[src/e3_framer_params.svh]
// Constants of the E3 overhead framer: offsets, resets, geometry, timing
`ifndef E3_FRAMER_PARAMS_SVH
`define E3_FRAMER_PARAMS_SVH

// Register byte offsets
`define LFC_OFFSET         8'h00
`define IRQ_STATUS_OFFSET  8'h04
`define IRQ_MASK_OFFSET    8'h08
`define RX_STATE_OFFSET    8'h0C
`define TX_OH_OFFSET       8'h10
`define TRACE_OFFSET       8'h40
`define TRACE_WORDS        4

// Reset values
`define LFC_RESET          8'h00
`define IRQ_MASK_RESET     4'h0
`define TX_OH_RESET        24'h000000

// Mode field positions
`define LFC_LINE_TYPE_BIT  6
`define LFC_FORMAT_BIT     2

// Status event bit positions
`define EV_LOCK_BIT        0
`define EV_LOSS_BIT        1
`define EV_PARITY_BIT      2
`define EV_FAR_ERR_BIT     3
`define EV_COUNT           4

// Frame geometry
`define ALIGN1_VALUE       8'hF6
`define ALIGN2_VALUE       8'h28
`define ROW_COUNT          9
`define LONG_ROW_COLS      60
`define SHORT_ROW_COLS     59
`define FIRST_SHORT_ROW    6
`define FRAME_BYTES        537
`define PARITY_ROW         1
`define PATHID_ROW         2
`define FARSTAT_ROW        3
`define OPER_ROW           4
`define GENCH_ROW          5
`define REMOTE_ERR_BIT     6

// Path trace
`define TRACE_LEN          16
`define CRC7_POLY          7'h09

// Frame timing: byte rate from frame rate, fractional accumulator
`define FRAME_RATE_HZ      8000
`define CLOCK_RATE_KHZ     125000
`define BYTE_STEP          (`FRAME_BYTES * `FRAME_RATE_HZ / 1000)

`endif

[src/e3_framer_pkg.sv]
// Types shared by the E3 overhead framer
package e3_framer_pkg;

   typedef enum logic [2:0] {
      OH_PAYLOAD, OH_ALIGN1, OH_ALIGN2, OH_PARITY,
      OH_PATHID, OH_FARSTAT, OH_OPER, OH_GENCH
   } ohKind_t;

   typedef enum logic {HUNT, LOCKED} rxState_t;

   typedef struct packed {
      logic [3:0] row;
      logic [5:0] col;
   } pos_t;

   typedef struct packed {
      logic       toggle;
      logic [7:0] data;
   } lineByte_t;

endpackage : e3_framer_pkg

[src/e3_g832_overhead_framer.sv]
// E3 537-byte frame overhead framer with AHB-Lite register slave
//
// Contract
// - Mode on: type bit 6 zero, format bit 2 one
// - Frame is 537 bytes: 7 overhead
// - Nine rows; last three rows 59 columns
// - 8000 frames per second line rate
// - Seven overhead bytes in fixed slots
// - Send and hunt alignment pair F6 28
// - Parity of frame sent next frame
// - Bitwise even parity over all octets
// - Match: frame good, send flag zero
// - Mismatch: frame errored, send flag one
// - Path identifier sent repeatedly in trace
// - Trace 16 bytes, marker MSB one
// - Marker low bits: CRC-7 previous string
// - Fifteen characters with bit 7 zero
// - Remote error flag at status bit 6
//
// Added by the designer: the AHB-Lite register port.
`include "e3_framer_params.svh"
`timescale 1ns/1ps
`default_nettype none

module e3_g832_overhead_framer (
   input  wire logic        clock,
   input  wire logic        rstn,
   input  wire logic        hsel,
   input  wire logic [31:0] haddr,
   input  wire logic [1:0]  htrans,
   input  wire logic        hwrite,
   input  wire logic [2:0]  hsize,
   input  wire logic [31:0] hwdata,
   input  wire logic        hready,
   output logic             hreadyout,
   output logic [31:0]      hrdata,
   output logic             hresp,
   input  wire logic [7:0]  txPayload,
   output logic             txPayloadTake,
   output logic [7:0]       txLineByte,
   output logic             txLineValid,
   input  wire logic [7:0]  rxLineByte,
   input  wire logic        rxLineToggle,
   output logic [7:0]       rxPayload,
   output logic             rxPayloadValid,
   output logic             rxInFrame,
   output logic             irq
);

   ////////////////////////////////////////////////////////////////////////
   // Functions

   function automatic e3_framer_pkg::ohKind_t kindAt(
      input e3_framer_pkg::pos_t p);
      kindAt = e3_framer_pkg::OH_PAYLOAD;
      if (p.row == 4'd0 && p.col == 6'd0) begin
         kindAt = e3_framer_pkg::OH_ALIGN1;
      end else if (p.row == 4'd0 && p.col == 6'd1) begin
         kindAt = e3_framer_pkg::OH_ALIGN2;
      end else if (p.col == 6'd0) begin
         case (p.row)
            4'(`PARITY_ROW):  kindAt = e3_framer_pkg::OH_PARITY;
            4'(`PATHID_ROW):  kindAt = e3_framer_pkg::OH_PATHID;
            4'(`FARSTAT_ROW): kindAt = e3_framer_pkg::OH_FARSTAT;
            4'(`OPER_ROW):    kindAt = e3_framer_pkg::OH_OPER;
            4'(`GENCH_ROW):   kindAt = e3_framer_pkg::OH_GENCH;
            default:          kindAt = e3_framer_pkg::OH_PAYLOAD;
         endcase
      end
   endfunction : kindAt

   function automatic logic isLast(input e3_framer_pkg::pos_t p);
      isLast = (p.row == 4'(`ROW_COUNT - 1))
             && (p.col == 6'(`SHORT_ROW_COLS - 1));
   endfunction : isLast

   function automatic e3_framer_pkg::pos_t nextPos(
      input e3_framer_pkg::pos_t p);
      logic [5:0] rowEnd;
      rowEnd = (p.row >= 4'(`FIRST_SHORT_ROW)) ? 6'(`SHORT_ROW_COLS - 1)
                                              : 6'(`LONG_ROW_COLS - 1);
      nextPos = p;
      if (p.col == rowEnd) begin
         nextPos.col = 6'd0;
         nextPos.row = isLast(p) ? 4'd0 : p.row + 4'd1;
      end else begin
         nextPos.col = p.col + 6'd1;
      end
   endfunction : nextPos

   function automatic logic [6:0] crc7(input logic [6:0] c,
                                      input logic [7:0] b);
      logic [6:0] r;
      logic       fb;
      r = c;
      for (int i = 7; i >= 0; i--) begin
         fb = r[6] ^ b[i];
         r  = {r[5:0], 1'b0} ^ (fb ? `CRC7_POLY : 7'h00);
      end
      crc7 = r;
   endfunction : crc7

   ////////////////////////////////////////////////////////////////////////
   // Register bus

   logic [7:0]              lfc_q;
   logic [`EV_COUNT-1:0]    stat_q;
   logic [`EV_COUNT-1:0]    mask_q;
   logic [23:0]             txOh_q;
   logic [6:0]              traceMem [`TRACE_LEN];
   logic [7:0]              wrAddr_q;
   logic                    wrEn_q;
   logic [31:0]             hrdata_q;
   logic [`EV_COUNT-1:0]    events;
   logic                    rxLocked;
   logic                    remoteErr_q;
   logic                    farErrRx_q;
   logic [7:0]              rxParityByte_q;

   wire        addrPhase = hsel && htrans[1] && hready;
   wire        rdPhase   = addrPhase && !hwrite;
   wire [7:0]  rdAddr    = haddr[7:0];
   wire        rdStatus  = rdPhase && (rdAddr == `IRQ_STATUS_OFFSET);
   wire        framerOn  = !lfc_q[`LFC_LINE_TYPE_BIT]
                         && lfc_q[`LFC_FORMAT_BIT];
   wire [31:0] traceWord [`TRACE_WORDS];

   genvar gw;
   generate
      for (gw = 0; gw < `TRACE_WORDS; gw++) begin : g_tw
         assign traceWord[gw] = {1'b0, traceMem[4*gw+3],
                                 1'b0, traceMem[4*gw+2],
                                 1'b0, traceMem[4*gw+1],
                                 1'b0, traceMem[4*gw]};
      end
   endgenerate

   wire        rdTrace = (rdAddr[7:4] == `TRACE_OFFSET >> 4)
                       && (rdAddr[1:0] == 2'b00);
   wire [31:0] rdMux =
      (rdAddr == `LFC_OFFSET)        ? {24'h000000, lfc_q} :
      (rdAddr == `IRQ_STATUS_OFFSET) ? {28'h0000000, stat_q} :
      (rdAddr == `IRQ_MASK_OFFSET)   ? {28'h0000000, mask_q} :
      (rdAddr == `RX_STATE_OFFSET)   ? {16'h0000, rxParityByte_q,
                                        5'h00, farErrRx_q, remoteErr_q,
                                        rxLocked} :
      (rdAddr == `TX_OH_OFFSET)      ? {8'h00, txOh_q} :
      rdTrace                        ? traceWord[rdAddr[3:2]] :
                                       32'h00000000;

   always_ff @(posedge clock) begin
      if (!rstn) begin
         wrEn_q   <= 1'b0;
         wrAddr_q <= 8'h00;
         hrdata_q <= 32'h00000000;
      end else begin
         wrEn_q   <= addrPhase && hwrite;
         wrAddr_q <= addrPhase ? haddr[7:0] : wrAddr_q;
         hrdata_q <= rdPhase ? rdMux : hrdata_q;
      end
   end

   wire wrLfc  = wrEn_q && (wrAddr_q == `LFC_OFFSET);
   wire wrMask = wrEn_q && (wrAddr_q == `IRQ_MASK_OFFSET);
   wire wrTxOh = wrEn_q && (wrAddr_q == `TX_OH_OFFSET);

   always_ff @(posedge clock) begin
      if (!rstn) begin
         lfc_q  <= `LFC_RESET;
         mask_q <= `IRQ_MASK_RESET;
         txOh_q <= `TX_OH_RESET;
         stat_q <= '0;
      end else begin
         lfc_q  <= wrLfc ? hwdata[7:0] : lfc_q;
         mask_q <= wrMask ? hwdata[`EV_COUNT-1:0] : mask_q;
         txOh_q <= wrTxOh ? hwdata[23:0] : txOh_q;
         stat_q <= (rdStatus ? '0 : stat_q) | events;
      end
   end

   genvar gt;
   generate
      for (gt = 0; gt < `TRACE_LEN; gt++) begin : g_trace
         always_ff @(posedge clock) begin
            if (!rstn) begin
               traceMem[gt] <= 7'h00;
            end else if (wrEn_q && wrAddr_q == 8'(`TRACE_OFFSET + 4*(gt/4)))
            begin
               traceMem[gt] <= hwdata[8*(gt%4) +: 7];
            end
         end
      end
   endgenerate

   assign hreadyout = 1'b1;
   assign hresp     = 1'b0;
   assign hrdata    = hrdata_q;
   assign irq       = |(stat_q & mask_q);

   ////////////////////////////////////////////////////////////////////////
   // Byte rate

   logic [16:0] rateAcc_q;
   wire  [17:0] rateSum  = {1'b0, rateAcc_q} + 18'(`BYTE_STEP);
   wire         byteTick = framerOn && (rateSum >= 18'(`CLOCK_RATE_KHZ));

   always_ff @(posedge clock) begin
      if (!rstn || !framerOn) begin
         rateAcc_q <= 17'h00000;
      end else begin
         rateAcc_q <= byteTick ? 17'(rateSum - 18'(`CLOCK_RATE_KHZ))
                               : rateSum[16:0];
      end
   end

   ////////////////////////////////////////////////////////////////////////
   // Transmit

   e3_framer_pkg::pos_t    txPos_q;
   logic [7:0]             txBip_q;
   logic [7:0]             txBipPrev_q;
   logic [3:0]             traceIdx_q;
   logic [6:0]             crcRun_q;
   logic [6:0]             crcPrev_q;
   logic [7:0]             txByte_q;
   logic                   txValid_q;

   wire e3_framer_pkg::ohKind_t txKind = kindAt(txPos_q);
   wire [7:0] traceByte = (traceIdx_q == 4'd0)
                        ? {1'b1, crcPrev_q}
                        : {1'b0, traceMem[traceIdx_q]};
   wire [7:0] farStat   = {txOh_q[23], remoteErr_q,
                           txOh_q[21:16]};
   wire [7:0] txByte =
      (txKind == e3_framer_pkg::OH_ALIGN1)  ? `ALIGN1_VALUE :
      (txKind == e3_framer_pkg::OH_ALIGN2)  ? `ALIGN2_VALUE :
      (txKind == e3_framer_pkg::OH_PARITY)  ? txBipPrev_q :
      (txKind == e3_framer_pkg::OH_PATHID)  ? traceByte :
      (txKind == e3_framer_pkg::OH_FARSTAT) ? farStat :
      (txKind == e3_framer_pkg::OH_OPER)    ? txOh_q[7:0] :
      (txKind == e3_framer_pkg::OH_GENCH)   ? txOh_q[15:8] :
                                              txPayload;
   wire       txFirst = (txPos_q.row == 4'd0) && (txPos_q.col == 6'd0);
   wire [7:0] txBipNext = (txFirst ? 8'h00 : txBip_q) ^ txByte;
   wire       txTrace   = byteTick && (txKind == e3_framer_pkg::OH_PATHID);
   wire [6:0] crcNext   = crc7((traceIdx_q == 4'd0) ? 7'h00 : crcRun_q,
                               traceByte);

   assign txPayloadTake = byteTick && (txKind == e3_framer_pkg::OH_PAYLOAD);

   always_ff @(posedge clock) begin
      if (!rstn || !framerOn) begin
         txPos_q     <= '0;
         txBip_q     <= 8'h00;
         txBipPrev_q <= 8'h00;
         txByte_q    <= 8'h00;
         txValid_q   <= 1'b0;
      end else begin
         txValid_q <= byteTick;
         if (byteTick) begin
            txPos_q  <= nextPos(txPos_q);
            txByte_q <= txByte;
            txBip_q  <= txBipNext;
            if (isLast(txPos_q)) begin
               txBipPrev_q <= txBipNext;
            end
         end
      end
   end

   always_ff @(posedge clock) begin
      if (!rstn) begin
         traceIdx_q <= 4'h0;
         crcRun_q   <= 7'h00;
         crcPrev_q  <= 7'h00;
      end else if (txTrace) begin
         traceIdx_q <= traceIdx_q + 4'd1;
         crcRun_q   <= crcNext;
         if (traceIdx_q == 4'(`TRACE_LEN - 1)) begin
            crcPrev_q <= crcNext;
         end
      end
   end

   assign txLineByte  = txByte_q;
   assign txLineValid = txValid_q;

   ////////////////////////////////////////////////////////////////////////
   // Receive

   e3_framer_pkg::lineByte_t rxMeta_q;
   e3_framer_pkg::lineByte_t rxSync_q;
   logic                     rxTogPrev_q;
   e3_framer_pkg::rxState_t  rxState_q;
   e3_framer_pkg::pos_t      rxPos_q;
   logic [7:0]               rxPrev_q;
   logic [7:0]               rxBip_q;
   logic [7:0]               rxBipPrev_q;
   logic                     rxHavePrev_q;
   logic [7:0]               rxPayload_q;
   logic                     rxPayloadValid_q;

   always_ff @(posedge clock) begin
      if (!rstn) begin
         rxMeta_q    <= '0;
         rxSync_q    <= '0;
         rxTogPrev_q <= 1'b0;
      end else begin
         rxMeta_q    <= '{toggle: rxLineToggle, data: rxLineByte};
         rxSync_q    <= rxMeta_q;
         rxTogPrev_q <= rxSync_q.toggle;
      end
   end

   wire       rxStrobe = framerOn && (rxSync_q.toggle != rxTogPrev_q);
   wire [7:0] rxByte   = rxSync_q.data;
   wire e3_framer_pkg::ohKind_t rxKind = kindAt(rxPos_q);
   wire       rxFirst  = (rxPos_q.row == 4'd0) && (rxPos_q.col == 6'd0);
   wire [7:0] rxBipNext = (rxFirst ? 8'h00 : rxBip_q) ^ rxByte;
   wire       huntHit  = (rxState_q == e3_framer_pkg::HUNT)
                       && (rxPrev_q == `ALIGN1_VALUE)
                       && (rxByte == `ALIGN2_VALUE);
   wire       alignBad = (rxState_q == e3_framer_pkg::LOCKED)
      && (((rxKind == e3_framer_pkg::OH_ALIGN1) && rxByte != `ALIGN1_VALUE)
      || ((rxKind == e3_framer_pkg::OH_ALIGN2) && rxByte != `ALIGN2_VALUE));
   wire       rxCheck  = (rxState_q == e3_framer_pkg::LOCKED) && rxHavePrev_q
                       && (rxKind == e3_framer_pkg::OH_PARITY);
   wire       rxMismatch = rxByte != rxBipPrev_q;
   wire       rxFarStat  = (rxState_q == e3_framer_pkg::LOCKED)
                         && (rxKind == e3_framer_pkg::OH_FARSTAT);

   assign rxLocked = (rxState_q == e3_framer_pkg::LOCKED);
   assign events[`EV_LOCK_BIT]    = rxStrobe && huntHit;
   assign events[`EV_LOSS_BIT]    = rxStrobe && alignBad;
   assign events[`EV_PARITY_BIT]  = rxStrobe && rxCheck && rxMismatch;
   assign events[`EV_FAR_ERR_BIT] = rxStrobe && rxFarStat
                                  && rxByte[`REMOTE_ERR_BIT];

   always_ff @(posedge clock) begin
      if (!rstn || !framerOn) begin
         rxState_q    <= e3_framer_pkg::HUNT;
         rxPos_q      <= '0;
         rxPrev_q     <= 8'h00;
         rxBip_q      <= 8'h00;
         rxBipPrev_q  <= 8'h00;
         rxHavePrev_q <= 1'b0;
      end else if (rxStrobe) begin
         rxPrev_q <= rxByte;
         case (rxState_q)
            e3_framer_pkg::HUNT: begin
               rxHavePrev_q <= 1'b0;
               if (huntHit) begin
                  rxState_q <= e3_framer_pkg::LOCKED;
                  rxPos_q   <= '{row: 4'd0, col: 6'd2};
                  rxBip_q   <= `ALIGN1_VALUE ^ `ALIGN2_VALUE;
               end
            end
            e3_framer_pkg::LOCKED: begin
               if (alignBad) begin
                  rxState_q    <= e3_framer_pkg::HUNT;
                  rxHavePrev_q <= 1'b0;
               end else begin
                  rxPos_q <= nextPos(rxPos_q);
                  rxBip_q <= rxBipNext;
                  if (isLast(rxPos_q)) begin
                     rxBipPrev_q  <= rxBipNext;
                     rxHavePrev_q <= 1'b1;
                  end
               end
            end
            default: rxState_q <= e3_framer_pkg::HUNT;
         endcase
      end
   end

   always_ff @(posedge clock) begin
      if (!rstn) begin
         remoteErr_q      <= 1'b0;
         farErrRx_q       <= 1'b0;
         rxParityByte_q   <= 8'h00;
         rxPayload_q      <= 8'h00;
         rxPayloadValid_q <= 1'b0;
      end else begin
         rxPayloadValid_q <= rxStrobe && rxLocked
                          && (rxKind == e3_framer_pkg::OH_PAYLOAD);
         if (rxStrobe && rxLocked) begin
            rxPayload_q <= rxByte;
         end
         if (rxStrobe && rxCheck) begin
            remoteErr_q    <= rxMismatch;
            rxParityByte_q <= rxByte;
         end
         if (rxStrobe && rxFarStat) begin
            farErrRx_q <= rxByte[`REMOTE_ERR_BIT];
         end
      end
   end

   assign rxPayload      = rxPayload_q;
   assign rxPayloadValid = rxPayloadValid_q;
   assign rxInFrame      = rxLocked;

endmodule : e3_g832_overhead_framer

`default_nettype wire

[config.mk]
export PLATFORM = sky130hd
export DESIGN_NAME = e3_g832_overhead_framer
export DESIGN_NICKNAME = d
export VERILOG_FILES = /design/src/e3_framer_pkg.sv /design/src/e3_g832_overhead_framer.sv
export VERILOG_INCLUDE_DIRS = /design/src
export SDC_FILE = /design/constraint.sdc
export NUM_CORES = 1
export LEC_CHECK = 0
export BUFFER_PORTS_ARGS = -buffer_cell sky130_fd_sc_hd__buf_2
export CORE_MARGIN = 4
export CORE_UTILIZATION = 55
export CTS_CLUSTER_SIZE = 40
export DETAILED_ROUTE_END_ITERATION = 8
export HOLD_SLACK_MARGIN = 0.03
export PLACE_DENSITY = 0.74
export SETUP_SLACK_MARGIN = 0.02
export SYNTH_ARGS = -nofsm -noshare
export SYNTH_HDL_FRONTEND = slang
export SYNTH_SLANG_ARGS = --single-unit
export TNS_END_PERCENT = 5
[constraint.sdc]
create_clock -name clock -period 6.8 [get_ports clock]
set_input_delay 0.68 -clock clock [delete_from_list [all_inputs] [get_ports clock]]
set_output_delay 0.68 -clock clock [all_outputs]
set_load 0.02 [all_outputs]
-- Word level (Yosys, flattened, before mapping)
Memories as Yosys holds them, arrays and structs flattened. A register that Yosys moved wholly into a read port is not among the register bits.
Index checks and enable logic that the tools add are counted.
Widths: inputs -> output; s select.
- RAM bits: 112
- flip-flop bits (word level): 225
- memories kept: 1
- equal/unequal tests: 51
- add/sub/neg operators: 7
- bitwise operators: 39
- reductions and logical operators: 64
- order comparisons: 4
- mux-type cells: 88
- memories (memory ; words ; bits a word ; rd ports ; clocked after Yosys merged registers in ; write ports ; line ; source):
    traceMem ; 16 ; 7 ; 17 ; 1 ; 16 ; e3_g832_overhead_framer.sv:110 ; logic [6:0] traceMem [`TRACE_LEN];
- operators with widths (kind ; count):
    $mux 32 ; 8
    $mux 7 ; 17
    $mux 8 ; 12
    $bmux 32 s2 ; 1
    $mux 4 ; 14
    $xor 7x4->7 ; 8
    $logic_and 1x1->1 ; 40
    $eq 8x7->1 const B ; 4
    $pmux 3 s5 ; 2
    $eq 8x4->1 const B ; 3
    $eq 4x3->1 const B ; 5
    $mux 10 ; 2
    $pmux 10 s2 ; 1
    $mux 1 ; 19
    $add 17x13->18 const B ; 1
    $ge 18x17->1 const B ; 1
    $mux 3 ; 6
    $mux 17 ; 1
    $sub 17x17->17 const B ; 1
    $eq 4x2->1 const B ; 4
    $eq 8x5->1 const B ; 2
    $logic_not 8->1 ; 2
    $or 1x1->1 ; 16
    $pmux 8 s2 ; 1
    other kinds (40) ; 82

-- Logic depth before layout (Yosys ltp)
Gate-level depths: netlist of run 1.
- depth in word-level cells: 26
- gate-level depth with buffers: 12

-- Least setup slack after synthesis of run 1
Ideal clock, no wire load.
- path type: flip-flop to flip-flop
- from: register wrAddr_q[0]
- to: memory traceMem[0][0] (enable)
- stages on the path, launching flop included: 5
- setup time: 452 ps
- period minus slack after synthesis: 3347 ps
- data arrival time: 2895 ps
- slack: 3453 ps
- data required time: 6348 ps
- buffers on the path: 0
- cells stage by stage: dfxtp_1 nor3b_1 nor2b_1 nand2b_1 o21ai_0
- RTL lines (element ; line ; source):
    from (decl) ; e3_g832_overhead_framer.sv:111 ; logic [7:0] wrAddr_q;
    from (signal assigned) ; e3_g832_overhead_framer.sv:158 ; wrAddr_q <= addrPhase ? haddr[7:0] : wrAddr_q;
    to (decl) ; e3_g832_overhead_framer.sv:110 ;

-- Worst setup path in the final report of run 1
- from: register rateAcc_q[3]
- to: output port txPayloadTake
- word-level cells in the longest chain between the ends: 4
- ends and longest elaborated chain (element ; line ; source):
    from (decl) ; e3_g832_overhead_framer.sv:203 ; logic [16:0] rateAcc_q;
    from (signal assigned) ; e3_g832_overhead_framer.sv:211 ; rateAcc_q <= byteTick ? 17'(rateSum - 18'(`CLOCK_RATE_KHZ))
    $add 17x13->18 ; e3_g832_overhead_framer.sv:204 ; wire [17:0] rateSum = {1'b0, rateAcc_q} + 18'(`BYTE_STEP);
    $ge 18x17->1 ; e3_g832_overhead_framer.sv:205 ; wire byteTick = framerOn && (rateSum >= 18'(`CLOCK_RATE_KHZ));
    $logic_and 1x1->1 ; e3_g832_overhead_framer.sv:205 ;
    $logic_and 1x1->1 ; e3_g832_overhead_framer.sv:249 ; assign txPayloadTake = byteTick && (txKind == e3_framer_pkg::OH_PAYLOAD);
    to (decl) ; e3_g832_overhead_framer.sv:39 ; output logic txPayloadTake,
Every way passes these cells.

==> results.py, run 1 <==
metrics = {
    "grt": {
        "grt_usage_pct": 26.70,
        "grt_pass1_vias": 13133,
        "grt_max_degree": 73,
        "antenna_found_initial": 0,
        "grt_pass1_wl_um": 72080,
        "grt_overflow": 0,
    },
    "yosys": {
        "netlist_top_cells_area": "dfxtp_1 (27%), edfxtp_1 (20%), mux4_2 (7.6%)",
        "synth_top_area_share_pct": 26.55,
        "synth_compound_area_share_pct": 14.02,
        "syn_inst": 1700,
        "synthXorXnorAreaFrac_pct": 2.670,
        "synthAdderAreaFrac_pct": 1.475,
        "synthArstFlopShare_pct": 0,
        "syn_area_per_cell_um2": 9.979,
        "synth_top_cell_by_area": "dfxtp_1",
        "netlist_area_mm2": 0.01697,
        "ys_ff_latch": 337,
        "synth_top_family_by_area": "simple AND/OR/NAND/NOR gates",
        "seq_area_frac_synth_pct": 46.38,
        "synth_edf_count": 112,
        "synth_mux_area_share_pct": 11.83,
        "ys_types": 99,
        "synth_simple_gate_area_share_pct": 20.02,
        "ys.warnings.count": 0,
        "ys.flop_type": "dfxtp_1",
    },
    "worst_hold_path": {
        "hold_end": "rxMeta_q[2]",
        "min_from": "rxLineByte[2]",
        "min_path_cells": 2,
        "hold_path_class": "input port to register",
    },
    "detailed_routing": {
        "wirelength_um": 46200,
        "drt_iter0_markers": 1246,
        "wl_per_cell_um": 21.15,
        "drc": 0,
        "ant_nets": 0,
        "vias": 13644,
        "drtPass1Iterations": 5,
        "vias_per_cell": 6.247,
    },
    "layout": {
        "fin_nets": 1871,
        "antenna_cells": 0,
        "area_growth_pct": 12.42,
        "utilization_pct": 62.51,
        "multiInputGateArea_mm2": 0.008543,
        "layout-drive-gt1-share_pct": 16.44,
        "layout.cells.non_filler": 2184,
        "final_cell_area_mm2": 0.01907,
        "fillers": 2415,
        "seqCellArea_mm2": 0.007868,
    },
    "timing": {
        "finalSetupTns_ns": 0,
        "rsz0062_at_grt": "no",
        "hold_viol": 0,
        "tightest_slew_ns": 1.138,
        "finClkSkew_ns": 0.01891,
        "slew_viol_final": 0,
        "setup_viol": 0,
        "period_share_pct": 58.23,
        "fmax_ghz": 0.2525,
        "period_needed_ns": 3.960,
        "setup_ws_ns": 2.840,
        "slew_headroom_pct": 24.00,
    },
    "setup_path": {
        "setup.worst_path.end_class": "output pin",
        "start_kind": "register",
        "max_stage_delay_ns": 0.52,
        "reg2reg_to": "crcRun_q[0]",
        "cp_cell_sequence": "ha_1 > nand2_1 > or4_1 > nor4_1 > a41oi_1 > a21oi_2 > o31ai_4 > nand2_1 > nor2_1 > buf_2",
        "r2r_slack_ns": 3.20,
        "rr_startpoint": "txPos_q[2]",
        "crit_slowest_cell": "or4_1",
        "cpMostUsedCell": "nand2_1",
        "crit_arrival_ns": 3.28,
        "required_ns": 6.12,
        "crit_type": "register to output pin",
        "ff2ff_path_depth": 8,
        "cp_max_fo": 9,
    },
    "run_status": {
        "outcome": "complete, no violations",
    },
    "floorplan": {
        "start_util_pct": 55.61,
        "dieArea_mm2": 0.03372,
        "io_pins": 146,
        "die_w_um": 183.6,
        "core_mm2": 0.03051,
        "row_count": 64,
        "die_height_um": 183.6,
    },
    "placement": {
        "postPlaceCellArea_mm2": 0.01778,
        "io_buffers": 113,
        "post-place-ws_ns": 3.292,
        "gp_congestion": 0.8955,
        "dp_hpwl_um": 30280,
        "placedCellCount": 2117,
    },
    "clocking": {
        "cts-hold-fix-buffers": 0,
        "cts_setup_buffers": 0,
        "cts-root-buf": "clkbuf_16",
        "htree_levels": 2,
        "clock_sinks": 337,
        "numCtsBuffers": 37,
        "ctsResizeCount": 0,
        "clockBufferDepth": 3,
        "insertion_delay_ns": 0.52,
        "clkTransAtPathRegs_ns": 0.06,
        "cts_tree": "yes",
    },
    "pwr": {
        "seq_power_share_pct": 48.0,
        "peakVddDrop_uv": 205.8,
        "powerDensity_mw_per_mm2": 233.0,
        "switching_share_pct": 21.45,
        "p_int_mw": 3.490,
        "power.switching_uw": 952.9,
        "p_comb_share_pct": 3.9,
        "power_frac_clock_pct": 48.1,
        "leakage_nw": 6.886,
    },
    "job": {
        "drv_cap": 0,
    },
}
==> through the flow <==
stage | hold slack [ns] | total power, mW
3_5_place_dp | 0.4190 | 2.350
5_1_grt | 0.3479 | 4.554
4_1_cts | 0.3511 | 4.459
3_3_place_gp | 0.4157 | 2.345
2_1_floorplan | 0.4119 | 2.275
6_report | 0.3619 | 4.443
==> final cells by class <==
class | count | area share (%)
Multi-Input combinational cell | 1216 | 44.79
Sequential cell | 337 | 41.25
Clock inverter | 15 | 1.246
Tap cell | 396 | 2.598
Timing Repair Buffer | 140 | 4.028
Inverter | 28 | 0.5576
Clock buffer | 52 | 5.524
==> logic make-up (layout without fill, tap and decap cells) <==
| family | after synthesis | after routing |
|---|---|---|
| other | 2 | 3 |
| muxes | 129 | 129 |
| and+or+nand+nor | 658 | 658 |
| DFF | 337 | 337 |
| xor gates and xnor gates | 50 | 50 |
| adders and majority gates | 20 | 20 |
| buffers and inverters | 148 | 235 |
| AOI/OAI and AO/OA | 356 | 356 |
==> flip-flops by register name, indices dropped and copies added, names as in the netlist, 9 cells and up, named ones only <==
signal,cells
rxPos_q,10
rateAcc_q,14
traceMem,112
rxMeta_q,9
txOh_q,24
hrdata,31
txPos_q,10
==> worst max path at each step <==
stage                  from              to  slack (ns)  depth (start not counted)
2_1_floorplan   wrAddr_q[0]  traceMem[0][0]        3.45                          4
3_5_place_dp     txPos_q[2]     crcRun_q[0]        3.29                          8
3_3_place_gp     txPos_q[2]     crcRun_q[0]        3.33                          8
6_report       rateAcc_q[3]   txPayloadTake        2.84                         10
4_1_cts        rateAcc_q[3]   txPayloadTake        2.85                         10
5_1_grt        rateAcc_q[3]   txPayloadTake        2.66                         10
==> critical path, delay by kind of cell (launching register included) <==
family                     cells  cell delay (ns)
adders and majority gates      1             0.37
AOI/OAI and AO/OA              3             0.68
buffers and inverters          1             0.15
and+or+nand+nor                5             1.06
DFF                            1             0.50
==> power groups by stage <==
stage / Sequential [mW] / Combinational [mW] / Clock, mW
floorplan: 2.17 / 0.107 / 0
CTS: 2.13 / 0.174 / 2.15
finish: 2.13 / 0.175 / 2.14
detailed placement: 2.18 / 0.174 / 0
global route: 2.14 / 0.187 / 2.23
global placement: 2.17 / 0.171 / 0
==> Yosys cell counts, types with 15 or more instances <==
cell and count:
nand2b_1 17, buf_2 15, dfxtp_1 225, edfxtp_1 112, inv_1 28, ha_1 20
and2_1 141, nor3_1 24, a21oi_1 118, o21ai_0 64, mux2i_1 70, clkbuf_1 90
nor2_1 132, xnor2_1 32, a211oi_1 22, a221oi_1 16, nand3_1 52, and3_1 27
or3_1 15, nand4_1 16, xor2_1 16, mux4_2 57, nand2_1 158
==> layout by cell type, fill, tap and decap left out, types with 57 or more instances in the layout <==
cell type / count
dfxtp_1: 225
nand2_1: 157
and2_1: 141
nor2_1: 131
a21oi_1: 118
buf_2: 113
edfxtp_1: 112
mux2i_1: 70
o21ai_0: 61
mux4_2: 57
==> layer usage <==
layer,wire length (µm),vias up,global-route usage [%]
li1,-,6328,-
met5,0,-,0
met1,18970,6675,35.26
met4,1864,0,11.17
met2,22350,524,44.34
met3,3017,117,3.878
Note: power is estimated with default switching activity, not from simulation.
==> inputs of run 2 (changes only) <==
==> constraint.sdc (replaced) <==
create_clock -name clock -period 3.85 [get_ports clock]
set_input_delay 0.385 -clock clock [delete_from_list [all_inputs] [get_ports clock]]
set_output_delay 0.385 -clock clock [all_outputs]
set_load 0.02 [all_outputs]
==> run 2 against run 1 <==
  * Sequential share of layout area decreased by 0.19 points
  * Clock power increased by 65%
  * Clock skew decreased by 0.0032 ns
  * Die area unchanged
  * Via count about the same
  * Routed wire length decreased by 1.0%
  * Count of clock-buffer cells in the layout unchanged
  * Design area increased by 0.46%
==> results.py, run 2 (synthesis results as in run 1) <==
metrics = {
    "layout": {
        "fin_nets": 1889,
        "area_growth_pct": 12.94,
        "top_register": "traceMem",
        "largest_reg_flops": 112,
        "final_cell_mix": "dfxtp_1 (225), nand2_1 (157), and2_1 (141), nor2_1 (131), a21oi_1 (118)",
        "final_common_cell": "dfxtp_1",
        "antenna_cells": 0,
        "fillers": 2469,
        "layout-drive-gt1-share_pct": 17.39,
    },
    "timing": {
        "period_needed_ns": 3.620,
        "rsz0062_at_grt": "no",
        "slew_viol_final": 0,
        "hold_viol": 0,
        "fmax_ghz": 0.2763,
        "slew_headroom_pct": 27.31,
        "tightest_slew_ns": 1.084,
        "whs_ns": 0.06589,
        "finClkSkew_ns": 0.01568,
        "period_share_pct": 94.01,
        "finalSetupTns_ns": 0,
        "setup_viol": 0,
    },
    "floorplan": {
        "die_height_um": 183.6,
        "dieArea_mm2": 0.03372,
        "core_mm2": 0.03051,
        "io_pins": 146,
        "die_w_um": 183.6,
        "row_count": 64,
        "start_util_pct": 55.61,
    },
    "setup_path": {
        "cp.buffers_inverters": 1,
        "max_stage_delay_ns": 0.50,
        "setup.worst_path.end_class": "output pin",
        "required_ns": 3.46,
        "crit_slowest_cell": "dfxtp_1",
        "cp_cell_sequence": "ha_1 > a211o_1 > a31oi_2 > nor3b_1 > o221ai_2 > o31ai_4 > nand2_1 > nor2_1 > buf_2",
        "crit_arrival_ns": 3.23,
        "cp_max_fo": 9,
        "crit_family": "compound AO/OA/AOI/OAI gates",
        "start_kind": "register",
        "crit_type": "register to output pin",
    },
    "placement": {
        "io_buffers": 113,
        "gp_congestion": 0.8923,
        "dp_hpwl_um": 31330,
    },
    "run_status": {
        "outcome": "complete, no violations",
    },
    "clocking": {
        "clkTransAtPathRegs_ns": 0.06,
        "numCtsBuffers": 37,
        "insertion_delay_ns": 0.53,
        "cts-hold-fix-buffers": 0,
        "clock_sinks": 337,
        "ctsResizeCount": 0,
        "clockBufferDepth": 3,
        "cts_tree": "yes",
        "htree_levels": 2,
        "cts-root-buf": "clkbuf_16",
    },
    "detailed_routing": {
        "drc": 0,
        "drt_iter0_markers": 1287,
        "drtPass1Iterations": 5,
        "wirelength_um": 45730,
        "ant_nets": 0,
        "vias_per_cell": 6.200,
        "vias": 13653,
        "wl_per_cell_um": 20.77,
    },
    "pwr": {
        "leakage_nw": 6.953,
        "peakVddDrop_uv": 410.8,
        "powerDensity_mw_per_mm2": 397.6,
        "finalPower_mw": 7.618,
    },
    "grt": {
        "grt_pass1_vias": 13100,
        "antenna_found_initial": 1,
        "grt_usage_pct": 26.63,
        "grt_pass1_wl_um": 71930,
        "grt_max_degree": 45,
        "grt_overflow": 0,
    },
    "worst_hold_path": {
        "hold_path_class": "input port to register",
    },
    "job": {
        "drv_cap": 0,
    },
}
run 2: changes by cell type in the layout (fill, tap and decap cells not counted), sizes merged:
cell	previous run	this run
clkinv	8	9
bufinv	6	2
inv	27	30
buf	140	158
run 2: metal layers:
layer / up-vias / track usage, % / part of all wire (%)
met3: 111 / 3.977 / 7.3
li1: 6352 / - / -
met4: 0 / 10.22 / 4.0
met1: 6651 / 34.68 / 40
met2: 539 / 45.15 / 49
met5: - / 0 / 0
run 2: path summary, 6_finish.rpt:
kind | startpoint | slack, ns | cells past startpoint | endpoint
worst min register to register | rxMeta_q[8] | 0.43 | 1 | rxSync_q[8]
worst max register to register | rateAcc_q[3] | 0.51 | 11 | traceIdx_q[3]
worst max-delay path | rateAcc_q[3] | 0.23 | 9 | txPayloadTake
worst min-delay path | rxLineByte[3] | 0.07 | 2 | rxMeta_q[3]
run 2: cell type report:
class                      instances  area (µm²)  share of cell area (%)
multi-input combinational       1216        8543                   44.59
sequential                       337        7868                   41.06
clock buffer                      52        1062                   5.544
timing repair buffer             158       928.4                   4.846
tap                              396       495.5                   2.586
clock inverter                    15       156.4                  0.8163
inverter                          28       106.4                  0.5551
run 2: what timing repair did:
action / in CTS / in global routing
buffers inserted: 0 / 5
setup endpoints to repair: 0 / 1
hold endpoints to repair: 0 / 0
run 2: per-stage QoR:
stage                     instance area (µm²)  instances  utilization [%]  setup WS, ns
after detailed placement                17900       2130            58.68        0.5938
after global routing                    19160       2202            62.80       0.06529
after global placement                  17900       2130            58.68        0.6338
after CTS                               19120       2197            62.68       0.09696
final                                   19160       2202            62.80        0.2304
after floorplan                         16970       1701                -        0.5032
run 2: power breakdown:
group | internal (mW) | switching, mW
Clock | 2.08 | 1.46
Combinational | 0.125 | 0.188
Sequential | 3.73 | 0.0402
run 2: worst reg2reg max path: cells and delay by family (launching register included):
kind / cells / cell delay, ns
compound gates: 5 / 1.17
simple gates: 2 / 0.69
flops: 1 / 0.50
fa+ha+maj: 1 / 0.37
buf+inv: 2 / 0.29
xor+xnor: 1 / 0.23
==> inputs of run 3 (changes only) <==
--- a/config.mk
+++ b/config.mk
@@ -13,6 +13,7 @@
 export DETAILED_ROUTE_END_ITERATION = 8
 export HOLD_SLACK_MARGIN = 0.03
 export PLACE_DENSITY = 0.74
+export REMOVE_ABC_BUFFERS = 1
 export SETUP_SLACK_MARGIN = 0.02
 export SYNTH_ARGS = -nofsm -noshare
 export SYNTH_HDL_FRONTEND = slang
==> constraint.sdc (replaced) <==
create_clock -name clock -period 4.5 [get_ports clock]
set_input_delay 0.45 -clock clock [delete_from_list [all_inputs] [get_ports clock]]
set_output_delay 0.45 -clock clock [all_outputs]
set_load 0.02 [all_outputs]
==> run 3 against run 2 <==
  * Non-clock buffer count fell by 14
  * Register-to-register slack improved by 0.45 ns
  * Hold slack improved by 0.071 ns
  * Core utilization fell by 0.29 points
  * Sequential share of layout area rose by 0.19 points
  * Die area did not move
  * Critical path type unchanged
  * Highest routed layer is now met5
==> results.py, run 3 (synthesis results as in run 1) <==
metrics = {
    "run_status": {
        "outcome": "complete, no violations",
    },
    "setup_path": {
        "cp_max_fo": 31,
        "required_ns": 4.05,
        "start_kind": "register",
        "crit_arrival_ns": 3.51,
        "crit_type": "register to output pin",
        "setup.worst_path.end_class": "output pin",
    },
    "pwr": {
        "powerDensity_mw_per_mm2": 347.3,
        "peakVddDrop_uv": 325.6,
        "leakage_nw": 6.899,
        "finalPower_mw": 6.623,
    },
    "layout": {
        "final_common_cell": "dfxtp_1",
        "final_cell_mix": "dfxtp_1 (225), nand2_1 (157), and2_1 (141), nor2_1 (131), a21oi_1 (118)",
        "largest_reg_flops": 112,
        "layout-drive-gt1-share_pct": 16.68,
        "fin_nets": 1875,
        "fillers": 2490,
        "top_register": "traceMem",
        "area_growth_pct": 12.41,
        "utilization_pct": 62.51,
    },
    "clocking": {
        "cts-hold-fix-buffers": 0,
        "cts_tree": "yes",
        "numCtsBuffers": 37,
        "htree_levels": 2,
        "cts-root-buf": "clkbuf_16",
        "insertion_delay_ns": 0.53,
        "clockBufferDepth": 3,
        "clock_sinks": 337,
        "clkTransAtPathRegs_ns": 0.06,
        "cts_setup_buffers": 0,
        "ctsResizeCount": 0,
    },
    "floorplan": {
        "start_util_pct": 55.61,
        "die_height_um": 183.6,
        "die_w_um": 183.6,
        "io_pins": 146,
        "core_mm2": 0.03051,
        "dieArea_mm2": 0.03372,
        "row_count": 64,
    },
    "timing": {
        "fmax_ghz": 0.2526,
        "period_needed_ns": 3.958,
        "tightest_slew_ns": 1.166,
        "finalSetupTns_ns": 0,
        "rsz0062_at_grt": "no",
        "period_share_pct": 87.96,
        "setup_viol": 0,
        "hold_viol": 0,
        "slew_viol_final": 0,
        "setup_ws_ns": 0.5419,
        "slew_headroom_pct": 21.86,
        "finClkSkew_ns": 0.02382,
    },
    "grt": {
        "grt_pass1_vias": 13233,
        "grt_pass1_wl_um": 73550,
        "grt_max_degree": 56,
        "grt_usage_pct": 27.13,
        "grt_overflow": 0,
        "antenna_found_initial": 2,
    },
    "placement": {
        "post-place-ws_ns": 1.030,
        "dp_hpwl_um": 30730,
        "gp_congestion": 0.8967,
        "io_buffers": 113,
    },
    "detailed_routing": {
        "wl_per_cell_um": 21.08,
        "vias": 13688,
        "drt_iter0_markers": 1472,
        "vias_per_cell": 6.250,
        "ant_nets": 0,
        "drtPass1Iterations": 7,
        "drc": 0,
        "wirelength_um": 46170,
    },
    "job": {
        "drv_cap": 0,
    },
    "worst_hold_path": {
        "hold_path_class": "input port to register",
    },
}
==> run 3: through the flow <==
stage	hold WS [ns]	instances	cell area [µm²]
floorplan	0.4118	1581	16470
global placement	0.4166	2121	17810
detailed placement	0.4181	2121	17810
CTS	0.1226	2189	19070
global route	0.1353	2190	19070
finish	0.1372	2190	19070
==> run 3: critical path, stage by stage, from the launching register on <==
cell	delay [ns]
dfxtp_1	0.50
ha_1	0.36
nand2_1	0.14
or4_1	0.53
nor4_1	0.19
a41oi_1	0.11
a21oi_2	0.42
o31ai_4	0.12
buf_4	0.25
nand2_1	0.13
nor2_1	0.07
buf_2	0.16
==> run 3: path summary, 6_finish.rpt <==
kind	startpoint	endpoint	slack, ns	cells past startpoint
hold reg to reg	rxMeta_q[7]	rxByte[7]	0.43	1
setup / recovery	rateAcc_q[3]	txPayloadTake	0.54	11
setup reg to reg	txPos_q[2]	crcRun_q[0]	0.96	8
hold / removal	rxLineByte[2]	rxMeta_q[2]	0.14	2
==> run 3: final cells by class <==
| class | instances | area, µm² | area share (%) |
|---|---|---|---|
| multi-input combinational | 1216 | 8543 | 44.80 |
| clock buffer | 58 | 1127 | 5.911 |
| inverter | 28 | 106.4 | 0.5577 |
| tap | 396 | 495.5 | 2.598 |
| sequential | 337 | 7868 | 41.25 |
| antenna | 1 | 2.502 | 0.01312 |
| timing repair buffer | 144 | 798.3 | 4.186 |
| clock inverter | 10 | 130.1 | 0.6823 |
==> run 3: layer usage <==
metal,GRT usage [%],up-vias,routed length [µm]
met3,4.551,97,3719
met1,37.22,6632,19130
met4,8.105,2,1289
met5,0,-,19
met2,44.61,604,22010
li1,-,6353,-
==> run 3: power breakdown <==
part | switching (mW) | leakage, nW | total (mW) | internal (mW)
sequential | 0.0361 | 2.97 | 3.22 | 3.19
combinational | 0.161 | 3.31 | 0.266 | 0.105
clock | 1.24 | 0.615 | 3.13 | 1.90
